### src/logic/timer_pkg.sv
// Shared constants and types of the event and one-shot timer channel.
package timer_pkg;

  localparam int CNT_W = 16;
  localparam logic [15:0] CNT_RESET = 16'h0000;
  localparam logic [15:0] CNT_ZERO = 16'h0000;
  localparam logic [15:0] CNT_ONE = 16'h0001;
  localparam logic [15:0] CNT_FULL = 16'hffff;
  localparam logic [15:0] RELOAD_RESET = 16'h0000;
  localparam logic [2:0] SYNC_RESET = 3'h0;

  typedef enum logic [1:0] {
    MODE_EVENT = 2'b00,
    MODE_TWO_PHASE = 2'b01,
    MODE_ONESHOT = 2'b10,
    MODE_OFF = 2'b11
  } mode_t;

  typedef enum logic [1:0] {
    SRC_FALL = 2'b00,
    SRC_RISE = 2'b01,
    SRC_B_TIMER = 2'b10,
    SRC_PREV = 2'b11
  } ev_src_t;

  typedef enum logic [2:0] {
    TRIG_FALL = 3'b000,
    TRIG_RISE = 3'b001,
    TRIG_B_TIMER = 3'b010,
    TRIG_PREV = 3'b011,
    TRIG_NEXT = 3'b100,
    TRIG_SOFT = 3'b101
  } trig_t;

  typedef enum logic [1:0] {
    CLK_DIV1 = 2'b00,
    CLK_DIV8 = 2'b01,
    CLK_DIV32 = 2'b10,
    CLK_SUB32 = 2'b11
  } clk_sel_t;

  typedef enum logic [1:0] {
    PHASE_NONE = 2'b00,
    PHASE_NORMAL = 2'b01,
    PHASE_SELECT = 2'b10,
    PHASE_X4 = 2'b11
  } phase_kind_t;

  typedef enum logic {
    OS_IDLE = 1'b0,
    OS_RUN = 1'b1
  } os_state_t;

endpackage : timer_pkg

### src/logic/sync_if.sv
// Synchronised pin level and its edge pulses.
`timescale 1ns/1ns
interface sync_if;
  logic level;
  logic rise;
  logic fall;
  modport src (output level, output rise, output fall);
  modport dst (input level, input rise, input fall);
endinterface : sync_if

### src/logic/pin_sync.sv
// Three-stage pin synchroniser with filtered level and edge pulses.
`timescale 1ns/1ns
module pin_sync
  import timer_pkg::*;
(
  // Clock and reset.
  input wire logic clock,
  input wire logic rst_b,
  // Raw pin and its clean form.
  input wire logic pin,
  sync_if.src sync
);

  logic [2:0] stage;
  logic agree;

  // Only the second and third stages are compared; the first stays private.
  assign agree = stage[1] == stage[2];

  always_ff @(posedge clock)
  begin
    if (!rst_b)
      stage <= SYNC_RESET;
    else
      stage <= {stage[1:0], pin};
  end

  always_ff @(posedge clock)
  begin
    if (!rst_b)
    begin
      sync.level <= 1'b0;
      sync.rise <= 1'b0;
      sync.fall <= 1'b0;
    end
    else
    begin
      sync.rise <= agree && stage[2] && !sync.level;
      sync.fall <= agree && !stage[2] && sync.level;
      if (agree)
        sync.level <= stage[2];
    end
  end

endmodule : pin_sync

### src/logic/timer_channel.sv
// One timer channel: event counter, two-phase counter and one-shot timer.
//
// Function
// - Count start enables counting selected event edges
// - Free-run underflow wraps, no reload, raises request
// - Free-run overflow wraps, no reload, raises request
// - Direction change applies from next effective edge
// - Direction from software flag or phase pin
// - Two-phase counting starts with count start
// - Free-run times-four wraps without reload, raises request
// - Normal: input rise, phase high counts up
// - Normal: input fall, phase high counts down
// - Times-four counts all four edge pairings
// - Two-phase resolution set by channel kind, or by times-four select on the select kind
// - Software start begins down count, output high
// - Reaching zero: output low, reload, stop, request
// - Retrigger reloads at next count source pulse
// - Clearing count start: stop, reload, low, request
// - Zero timer value: no run, no request, no pulse
// - One-shot trigger: pin edge, overflows, software
// - One-shot clock from four strobes, output optional
// - Reload type reloads on wrap and continues
`timescale 1ns/1ns
module timer_channel
  import timer_pkg::*;
#(
  parameter phase_kind_t PHASE_KIND = PHASE_SELECT
)(
  // Clock and reset.
  input wire logic clock,
  input wire logic rst_b,
  // Pins.
  input wire logic channel_count_input_pin,
  input wire logic channel_output_phase_pin_in,
  output logic channel_output_phase_pin_out,
  output logic channel_output_phase_pin_oe,
  // Neighbour overflow strobes.
  input wire logic second_b_timer_overflow,
  input wire logic previous_channel_overflow,
  input wire logic next_channel_overflow,
  // Prescaled count source strobes.
  input wire logic internal_clock_div1,
  input wire logic internal_clock_div8,
  input wire logic internal_clock_div32,
  input wire logic subclock_div32,
  // Control.
  input wire mode_t mode,
  input wire logic count_start,
  input wire logic oneshot_start,
  input wire logic free_run,
  input wire ev_src_t event_source,
  input wire logic dir_from_pin,
  input wire logic up_flag,
  input wire logic times4_select,
  input wire trig_t trigger_select,
  input wire clk_sel_t clock_select,
  input wire logic pulse_out_enable,
  input wire logic timer_write,
  input wire logic [CNT_W-1:0] timer_value,
  input wire logic irq_clear,
  // Status.
  output logic [CNT_W-1:0] count_value,
  output logic irq_request,
  output logic overflow_out
);

  sync_if in_s ();
  sync_if ph_s ();

  logic [CNT_W-1:0] reload;
  logic start_d;
  os_state_t os_state;
  logic retrig_pending;

  logic ev_edge;
  logic ev_up;
  logic x4;
  logic tp_up;
  logic tp_down;
  logic step_up;
  logic step_down;
  logic os_tick;
  logic os_trig;
  logic armed;
  logic start_fall;
  logic os_start;
  logic os_done;
  logic os_stop;
  logic wrap;

  pin_sync u_in_sync (
    .clock(clock),
    .rst_b(rst_b),
    .pin(channel_count_input_pin),
    .sync(in_s.src)
  );

  pin_sync u_phase_sync (
    .clock(clock),
    .rst_b(rst_b),
    .pin(channel_output_phase_pin_in),
    .sync(ph_s.src)
  );

  always_comb
  begin
    unique case (event_source)
      SRC_FALL: ev_edge = in_s.fall;
      SRC_RISE: ev_edge = in_s.rise;
      SRC_B_TIMER: ev_edge = second_b_timer_overflow;
      SRC_PREV: ev_edge = previous_channel_overflow;
    endcase
    ev_up = dir_from_pin ? ph_s.level : up_flag;
    x4 = (PHASE_KIND == PHASE_X4) ||
      ((PHASE_KIND == PHASE_SELECT) && times4_select);
    tp_up = in_s.rise && ph_s.level;
    tp_down = in_s.fall && ph_s.level;
    if (x4)
    begin
      tp_up = (in_s.rise && ph_s.level) || (in_s.fall && !ph_s.level) ||
        (ph_s.rise && !in_s.level) || (ph_s.fall && in_s.level);
      tp_down = (in_s.fall && ph_s.level) || (in_s.rise && !ph_s.level) ||
        (ph_s.rise && in_s.level) || (ph_s.fall && !in_s.level);
    end
    if (PHASE_KIND == PHASE_NONE)
    begin
      tp_up = 1'b0;
      tp_down = 1'b0;
    end
  end

  always_comb
  begin
    step_up = 1'b0;
    step_down = 1'b0;
    if (count_start)
    begin
      if (mode == MODE_EVENT)
      begin
        step_up = ev_edge && ev_up;
        step_down = ev_edge && !ev_up;
      end
      else if (mode == MODE_TWO_PHASE)
      begin
        step_up = tp_up;
        step_down = tp_down;
      end
    end
  end

  always_comb
  begin
    unique case (clock_select)
      CLK_DIV1: os_tick = internal_clock_div1;
      CLK_DIV8: os_tick = internal_clock_div8;
      CLK_DIV32: os_tick = internal_clock_div32;
      CLK_SUB32: os_tick = subclock_div32;
    endcase
    unique case (trigger_select)
      TRIG_FALL: os_trig = in_s.fall;
      TRIG_RISE: os_trig = in_s.rise;
      TRIG_B_TIMER: os_trig = second_b_timer_overflow;
      TRIG_PREV: os_trig = previous_channel_overflow;
      TRIG_NEXT: os_trig = next_channel_overflow;
      TRIG_SOFT: os_trig = oneshot_start;
      default: os_trig = 1'b0;
    endcase
  end

  assign armed = (mode == MODE_ONESHOT) && count_start && (reload != CNT_ZERO);
  assign start_fall = start_d && !count_start;
  assign os_start = armed && os_trig && (os_state == OS_IDLE);
  assign os_done = (os_state == OS_RUN) && os_tick && !retrig_pending &&
    (count_value == CNT_ONE) && !start_fall;
  assign os_stop = (mode == MODE_ONESHOT) && start_fall &&
    (reload != CNT_ZERO);
  assign wrap = (step_up && (count_value == CNT_FULL)) ||
    (step_down && (count_value == CNT_ZERO));

  always_ff @(posedge clock)
  begin
    if (!rst_b)
      start_d <= 1'b0;
    else
      start_d <= count_start;
  end

  always_ff @(posedge clock)
  begin
    if (!rst_b)
      reload <= RELOAD_RESET;
    else if (timer_write)
      reload <= timer_value;
  end

  // A write while counting only updates the reload register, so a running
  // count is never disturbed mid-period.
  always_ff @(posedge clock)
  begin
    if (!rst_b)
      count_value <= CNT_RESET;
    else if (timer_write && !count_start)
      count_value <= timer_value;
    else if (mode == MODE_ONESHOT)
    begin
      if (start_fall || os_done || os_start)
        count_value <= reload;
      else if (os_state == OS_RUN && os_tick)
        count_value <= retrig_pending ? reload : count_value - CNT_ONE;
    end
    else if (wrap && !free_run)
      count_value <= reload;
    else if (step_up)
      count_value <= count_value + CNT_ONE;
    else if (step_down)
      count_value <= count_value - CNT_ONE;
  end

  always_ff @(posedge clock)
  begin
    if (!rst_b)
      os_state <= OS_IDLE;
    else
    begin
      unique case (os_state)
        OS_IDLE:
          if (os_start)
            os_state <= OS_RUN;
        OS_RUN:
          if (os_done || start_fall || mode != MODE_ONESHOT)
            os_state <= OS_IDLE;
      endcase
    end
  end

  // A trigger in the same cycle as a tick waits for the following tick.
  always_ff @(posedge clock)
  begin
    if (!rst_b)
      retrig_pending <= 1'b0;
    else if (os_state != OS_RUN || start_fall)
      retrig_pending <= 1'b0;
    else if (armed && os_trig)
      retrig_pending <= 1'b1;
    else if (os_tick)
      retrig_pending <= 1'b0;
  end

  always_ff @(posedge clock)
  begin
    if (!rst_b)
    begin
      channel_output_phase_pin_out <= 1'b0;
      channel_output_phase_pin_oe <= 1'b0;
    end
    else
    begin
      channel_output_phase_pin_oe <= (mode == MODE_ONESHOT) &&
        pulse_out_enable;
      if (os_start && pulse_out_enable)
        channel_output_phase_pin_out <= 1'b1;
      else if (os_done || start_fall || mode != MODE_ONESHOT)
        channel_output_phase_pin_out <= 1'b0;
    end
  end

  // Hardware setting wins over a clear in the same cycle.
  always_ff @(posedge clock)
  begin
    if (!rst_b)
      irq_request <= 1'b0;
    else if (wrap || os_done || os_stop)
      irq_request <= 1'b1;
    else if (irq_clear)
      irq_request <= 1'b0;
  end

  always_ff @(posedge clock)
  begin
    if (!rst_b)
      overflow_out <= 1'b0;
    else
      overflow_out <= wrap || os_done;
  end
endmodule : timer_channel

### config.mk
export PLATFORM = sky130hd
export DESIGN_NAME = timer_channel
export DESIGN_NICKNAME = d
export VERILOG_FILES = /design/src/logic/timer_pkg.sv /design/src/logic/sync_if.sv /design/src/logic/pin_sync.sv /design/src/logic/timer_channel.sv
export SDC_FILE = /design/constraint.sdc
export NUM_CORES = 1
export LEC_CHECK = 0
export ABC_AREA = 1
export BUFFER_PORTS_ARGS = -buffer_cell sky130_fd_sc_hd__buf_2
export CAP_MARGIN = 20
export CORE_MARGIN = 4
export CORE_UTILIZATION = 60
export DETAILED_ROUTE_END_ITERATION = 10
export PLACE_DENSITY = 0.94
export SETUP_SLACK_MARGIN = 0.05
export SLEW_MARGIN = 40
export SYNTH_ARGS = -nofsm -noshare
export SYNTH_HDL_FRONTEND = slang
export SYNTH_SLANG_ARGS = --single-unit
### constraint.sdc
create_clock -name clock -period 2.7 [get_ports clock]
set_input_delay 0.405 -clock clock [delete_from_list [all_inputs] [get_ports clock]]
set_output_delay 0.405 -clock clock [all_outputs]
set_load 0.01 [all_outputs]
==> results of run 1 <==
worst paths after layout:
path | start | to | cells after the start | slack, ns
hold reg to reg | u_phase_sync.stage[0] | u_phase_sync.stage[1] | 2 | 0.42
setup reg to reg | count_value[0] | count_value[14] | 15 | 0.36
hold / removal | channel_output_phase_pin_in | u_phase_sync.stage[0] | 3 | 0.27
setup / recovery | count_value[0] | count_value[14] | 15 | 0.36
critical path, cell delays in order (launching register included):
cell	delay (ns)
sky130_fd_sc_hd__dfxtp_1	0.40
sky130_fd_sc_hd__inv_1	0.18
sky130_fd_sc_hd__ha_1	0.21
sky130_fd_sc_hd__nand3_1	0.24
sky130_fd_sc_hd__nor2_1	0.36
sky130_fd_sc_hd__nand2_1	0.09
sky130_fd_sc_hd__nand2_1	0.06
sky130_fd_sc_hd__nand2_1	0.08
sky130_fd_sc_hd__nand2_1	0.07
sky130_fd_sc_hd__nand2_1	0.06
sky130_fd_sc_hd__nand3_1	0.06
sky130_fd_sc_hd__nand2_1	0.07
sky130_fd_sc_hd__a21oi_1	0.13
sky130_fd_sc_hd__nand2_1	0.07
sky130_fd_sc_hd__nand2_1	0.06
sky130_fd_sc_hd__a21oi_1	0.06
sequential cells by signal (all words and copies together) (netlist names), 3 cells and up:
register and count:
count_value 16, u_phase_sync.stage 3, u_in_sync.stage 3, reload 16
metrics by stage:
stage          setup WS (ns)  instances  utilization  hold slack [ns]
6_report              0.3633        869       0.6917           0.2748
5_1_grt               0.1452        869       0.6917           0.2933
4_1_cts               0.2509        867       0.6877           0.2757
3_5_place_dp          0.1917        859       0.6698           0.4046
3_3_place_gp          0.2317        859       0.6698           0.4029
2_1_floorplan         0.7630        719            -           0.3905
timing repair:
item,CTS,global route
setup buffers,0,2
setup endpoints to repair,0,5
gates resized for setup,0,0
layout make-up:
class                      instances  share of cell area
multi-input combinational        541              0.5647
sequential                        51              0.2173
timing repair buffer              75             0.08839
inverter                          98             0.07827
tap                               96             0.02556
clock buffer                       6             0.01757
clock inverter                     2            0.008253
per-layer routing:
| metal | global-route usage | up-vias | routed length, um |
|---|---|---|---|
| met1 | 0.4540 | 2171 | 5569 |
| met5 | 0 | - | 0 |
| met3 | 0.03692 | 46 | 1471 |
| met4 | 0.1052 | 0 | 399 |
| li1 | - | 2385 | - |
| met2 | 0.4784 | 342 | 5611 |
cell usage after synthesis, types with 2 or more instances:
master                     number  area, sq um
sky130_fd_sc_hd__nand3_2        6        60.06
sky130_fd_sc_hd__buf_4          3        22.52
sky130_fd_sc_hd__o211ai_1       4        30.03
sky130_fd_sc_hd__o21ai_1        2        10.01
sky130_fd_sc_hd__nor2_4         3        33.78
sky130_fd_sc_hd__a21oi_2        7        61.31
sky130_fd_sc_hd__nand3b_1       2        15.01
sky130_fd_sc_hd__nand4_1       10        62.56
sky130_fd_sc_hd__nand3_1       69        345.3
sky130_fd_sc_hd__buf_1          2        7.510
sky130_fd_sc_hd__xnor2_1        2        17.52
sky130_fd_sc_hd__nand2_2        5        31.28
sky130_fd_sc_hd__inv_2          5        18.77
sky130_fd_sc_hd__clkbuf_1      10        37.54
sky130_fd_sc_hd__buf_6          4        45.04
sky130_fd_sc_hd__nor3_1         2        10.01
sky130_fd_sc_hd__nor2_1        61        229.0
sky130_fd_sc_hd__buf_2         10        50.05
sky130_fd_sc_hd__a21oi_1       46        230.2
sky130_fd_sc_hd__nand2_4        2        22.52
sky130_fd_sc_hd__nor2_2         7        43.79
sky130_fd_sc_hd__nand2_1      230        863.3
sky130_fd_sc_hd__o21ai_0       49        245.2
sky130_fd_sc_hd__ha_1           8        100.1
sky130_fd_sc_hd__inv_1         92        345.3
sky130_fd_sc_hd__xor2_1        15        131.4
sky130_fd_sc_hd__dfxtp_1       51         1021
power breakdown:
group / switching (mW) / total (mW) / internal [mW]
logic: 0.580 / 0.898 / 0.318
registers: 0.0894 / 0.892 / 0.803
clock network: 0.279 / 0.585 / 0.306
kinds of logic (layout without fill, tap and decap cells):
logic type,Yosys count,after routing,share of synthesized area
buffers and inverters,127,181,0.1262
flip-flops,51,51,0.2428
AO/OA/AOI/OAI,112,112,0.1464
XOR/XNOR,17,17,0.03541
AND/OR/NAND/NOR,404,404,0.4255
adder cells (fa/ha/maj),8,8,0.02380
==> impl_summary.txt, run 1 <==
----------------------------------------------------
[Logic synthesis]
  Count of state elements after synthesis ... 51
  Synthesized instance count ... 719
  Synth Area per Inst ... 5.849 sq um
  Nets in the synthesized netlist ... 772
  Register area share after synthesis ... 0.2428
  Number of flops mapped to enable cells by yosys ... 0
  Post-synthesis cell area ... 4205 sq um
  Primary flip-flop cell chosen by synthesis mapping ... sky130_fd_sc_hd__dfxtp_1
  Warnings from Yosys ... 0
  Fraction of registers with async set or reset after synthesis ... 0
  Yosys cell types ... 39

[CTS]
  Number of buffers inserted during clock tree synthesis ... 5
  Clock sink count ... 51
  Root buffer cell ... sky130_fd_sc_hd__clkbuf_8
  Hold-fix buffers, CTS ... 0
  Clock transition at path regs ... 0.10 ns
  Clock latency on the worst-skew pair ... 0.31 ns
  Maximum buffer depth of the clock tree ... 2
  Deepest level of the CTS H-tree ... 2
  Clock tree from TritonCTS ... built

[Drt]
  First-pass iteration count of the detailed router ... 6
  Overall routed net length ... 13.05 mm
  Total DRC errors in the routed layout ... 0
  Number of nets with antenna violations after routing ... 0
  Iter 0 DRT Violations ... 689
  Via total after detailed routing ... 4,944
  Via count normalized by instance count ... 5.689
  Post-detailed-route wirelength per cell ... 15.02 um

[Final layout]
  Antenna fix cells ... 0
  Fill cells ... 620
  Sequential Area ... 1021 sq um
  Layout Cell Area excl Fill ... 4700 sq um
  Area used by multi-input combinational logic ... 2654 sq um
  Area Overhead vs Synth ... 11.75%
  # nets final ... 825
  Fraction of layout cells with a size suffix above 1 ... 0.1565
  Most common library cell in the layout ignoring fill and taps ... sky130_fd_sc_hd__nand2_1
  Most frequent cells in the layout ... 230 x sky130_fd_sc_hd__nand2_1, 92 x sky130_fd_sc_hd__inv_1, 69 x sky130_fd_sc_hd__nand3_1, 64 x sky130_fd_sc_hd__buf_2, 61 x sky130_fd_sc_hd__nor2_1

[Timing]
  Clock period minus worst slack ... 2.337 ns
  Fin. max-slew vios ... 0
  Setup repair after global routing missed its margin ... no
  Total negative setup slack ... 0 ns
  Max-slew headroom at the worst pin ... 0.4852
  Setup clock skew after layout ... 0.01113 ns
  Number of setup violations in the final report ... 0
  Number of hold-slack violations in the final timing report ... 0
  Fmax ... 428.0 MHz
  Part of the cycle the worst path needs ... 0.8655
  Worst-margin pin slew ... 0.7714 ns

[Floorplan]
  Effective utilization at floorplan ... 0.6190
  Total die area ... 8413 sq um
  Std-Cell Rows ... 30
  Number of ports placed on the die boundary ... 65
  Die width ... 91.72 um
  Chip Height ... 91.72 um
  Placeable core region ... 6794 sq um

[Place]
  Global placement routability congestion ... 0.9361
  Area post-placement ... 4551 sq um
  Number of I/O port buffers ... 64
  Detailed Place HPWL ... 9.840 mm

[Status]
  Status ... completed

[Global route]
  Global-route wire length before repair ... 21.71 mm
  Initial antenna violation count ... 0
  Maximum number of pins on one net before global-route repair ... 26
  Vias in the first global route ... 4,498
  Remaining global-route overflow ... 0
  Overall track demand over capacity in global routing ... 0.3126

[Power]
  Maximum vdd ir drop ... 0.0003320 V
  Areal power density over the cells ... 505.4 nW/um^2
  Leakage power of the design ... 2.432 nW
  Total power ... 2.375 mW

[Critical path]
  Category of the critical setup timing path ... reg -> reg
  Type of element capturing the critical path ... flip-flop
  Data required time at the worst endpoint ... 2.88 ns
  Top fanout value on the critical path ... 8
  Arrival time at the worst endpoint ... 2.51 ns
  CP startpoint kind ... flip-flop

[Hold path]
  Worst min-delay path class ... in -> reg

[Flow run]
  Number of maximum-capacitance violations ... 0

----------------------------------------------------
(Power assumes the default switching activity.)
==> inputs of run 2 (changes only) <==
--- a/config.mk
+++ b/config.mk
@@ -11,6 +11,7 @@
 export CORE_MARGIN = 4
 export CORE_UTILIZATION = 60
 export DETAILED_ROUTE_END_ITERATION = 10
+export MAX_ROUTING_LAYER = met4
 export PLACE_DENSITY = 0.94
 export SETUP_SLACK_MARGIN = 0.05
 export SLEW_MARGIN = 40
==> impl_summary.txt, run 2 (synthesis results as in run 1) <==
----------------------------------------------------
[Power]
  Gate power share ... 0.363
  P_int ... 1.490 mW
  Portion of total power attributed to the clock network ... 0.270
  Switching power share of the total ... 0.3876
  Leakage power of the design ... 2.425 nW
  Net switching power ... 0.9433 mW
  Flop pwr share ... 0.367
  Areal power density over the cells ... 518.8 nW/um^2
  Maximum vdd ir drop ... 0.0003808 V

[Critical path]
  Critical path's largest stage delay ... 0.50 ns
  Crit path max-delay cell type ... sky130_fd_sc_hd__a21oi_4
  CP startpoint kind ... flip-flop
  List of cells traversed by the critical path ... inv_1 > ha_1 > inv_1 > nor2_1 > nand3_2 > nor2_4 > nor2_8 > nand4_4 > a21oi_4 > nor2_1 > nand2_1 > a21oi_1
  Top fanout value on the critical path ... 18
  Top Family by Delay on Critical Path ... simple AND/OR/NAND/NOR gates
  Type of element capturing the critical path ... flip-flop
  Arrival time at the worst endpoint ... 2.66 ns
  Category of the critical setup timing path ... reg -> reg
  CP bufs+invs ... 2
  Data required time at the worst endpoint ... 2.87 ns
  R2R Setup Slk ... 0.21 ns

[Place]
  Area post-placement ... 4551 sq um
  Number of I/O port buffers ... 64
  Number of cells in the design after placement ... 859
  Detailed Place HPWL ... 10.00 mm
  Global placement routability congestion ... 0.9945
  Setup Slack @ Placement ... 0.2839 ns

[Timing]
  Max-slew headroom at the worst pin ... 0.4997
  Fin. max-slew vios ... 0
  Min setup slack post-route ... 0.2105 ns
  Part of the cycle the worst path needs ... 0.9220
  Number of hold-slack violations in the final timing report ... 0
  Worst Hold Slack ... 0.2782 ns
  Total negative setup slack ... 0 ns
  Worst-margin pin slew ... 0.7496 ns
  Number of setup violations in the final report ... 0
  Setup repair after global routing missed its margin ... no
  Setup clock skew after layout ... 0.008777 ns
  Clock period minus worst slack ... 2.490 ns
  Fmax ... 401.7 MHz

[CTS]
  Root buffer cell ... sky130_fd_sc_hd__clkbuf_8
  Hold-fix buffers, CTS ... 0
  Clock latency on the worst-skew pair ... 0.31 ns
  Clock sink count ... 51
  Maximum buffer depth of the clock tree ... 2
  Setup Buffers After CTS ... 0
  Clock tree from TritonCTS ... built
  Number of buffers inserted during clock tree synthesis ... 5
  CTS-repair resized insts ... 0
  Deepest level of the CTS H-tree ... 2
  Clock transition at path regs ... 0.10 ns

[Floorplan]
  Placeable core region ... 6794 sq um
  Total die area ... 8413 sq um
  Number of ports placed on the die boundary ... 65
  Effective utilization at floorplan ... 0.6190
  Chip Height ... 91.72 um
  Std-Cell Rows ... 30
  Die width ... 91.72 um

[Drt]
  Iter 0 DRT Violations ... 645
  Via total after detailed routing ... 4,879
  Post-detailed-route wirelength per cell ... 15.17 um
  First-pass iteration count of the detailed router ... 6
  Via count normalized by instance count ... 5.627
  Overall routed net length ... 13.16 mm
  Number of nets with antenna violations after routing ... 0
  Total DRC errors in the routed layout ... 0

[Global route]
  Remaining global-route overflow ... 0
  Overall track demand over capacity in global routing ... 0.3196
  Initial antenna violation count ... 0
  Met2 Track Usage GR ... 0.4735
  GR Layer Usage met3 ... 0.05168
  Maximum number of pins on one net before global-route repair ... 22
  Global route hottest layer ... met2
  Vias in the first global route ... 4,472
  Global-route wire length before repair ... 21.34 mm
  Global routing usage on met1 ... 0.4390

[Status]
  Status ... completed

[Final layout]
  Number of standard cells in the layout, taps in and fillers out ... 867
  Top flop regs ... count_value (16), reload (16)
  Fraction of layout cells with a size suffix above 1 ... 0.1543
  Most frequent cells in the layout ... 230 x sky130_fd_sc_hd__nand2_1, 92 x sky130_fd_sc_hd__inv_1, 69 x sky130_fd_sc_hd__nand3_1, 64 x sky130_fd_sc_hd__buf_2, 61 x sky130_fd_sc_hd__nor2_1
  Antenna fix cells ... 0
  # nets final ... 823
  Fill cells ... 608
  Most common library cell in the layout ignoring fill and taps ... sky130_fd_sc_hd__nand2_1
  Layout Cell Area excl Fill ... 4691 sq um
  Area Overhead vs Synth ... 11.54%

[Flow run]
  Number of maximum-capacitance violations ... 0

[Hold path]
  Worst min-delay path class ... in -> reg

----------------------------------------------------
[run 2: cell types whose count changed in the layout (fill, tap and decap cells not counted)]
cell	change
sky130_fd_sc_hd__clkbuf_8	-1
sky130_fd_sc_hd__inv_8	+1
sky130_fd_sc_hd__buf_12	-1
sky130_fd_sc_hd__buf_4	-1
sky130_fd_sc_hd__bufinv_16	+1
sky130_fd_sc_hd__inv_6	-1
[run 2: worst paths after layout]
| check | start | end | depth (start not counted) |
|---|---|---|---|
| max | count_value[1] | count_value[0] | 12 |
| min | channel_output_phase_pin_in | u_phase_sync.stage[0] | 3 |
| max reg2reg | count_value[1] | count_value[0] | 12 |
| min reg2reg | u_phase_sync.stage[0] | u_phase_sync.stage[1] | 2 |
[run 2: power by group through the flow]
| stage | registers, mW | clock network, mW | logic (mW) |
|---|---|---|---|
| finish | 0.894 | 0.657 | 0.883 |
| global route | 0.902 | 0.689 | 0.978 |
| CTS | 0.887 | 0.656 | 0.852 |
| detailed placement | 0.905 | 0 | 0.843 |
| global placement | 0.902 | 0 | 0.834 |
| floorplan | 0.878 | 0 | 0.629 |
[run 2: stage by stage]
stage          utilization  total power [mW]
2_1_floorplan            -             1.507
3_3_place_gp        0.6698             1.736
3_5_place_dp        0.6698             1.747
4_1_cts             0.6904             2.395
5_1_grt             0.6904             2.568
6_report            0.6904             2.433
[run 2: cell type report]
type                    instances  area (sq um)  area share
flip-flops and latches         51          1021      0.2177
inverters                      98         367.9     0.07842
well taps                      96         120.1     0.02561
clock buffers                   5         68.82     0.01467
clock inverters                 3         71.32     0.01520
multi-input cells             541          2654      0.5658
repair buffers                 73         387.9     0.08269
[run 2: tightest hold or removal path: stages]
cell,delay [ns]
sky130_fd_sc_hd__buf_2,0.07
sky130_fd_sc_hd__nand2_1,0.04
sky130_fd_sc_hd__inv_1,0.04
[run 2: layer usage]
layer	up-vias	part of all wire
li1	2372	-
met1	2123	0.41
met2	335	0.44
met3	49	0.13
met4	0	0.027
met5	-	0
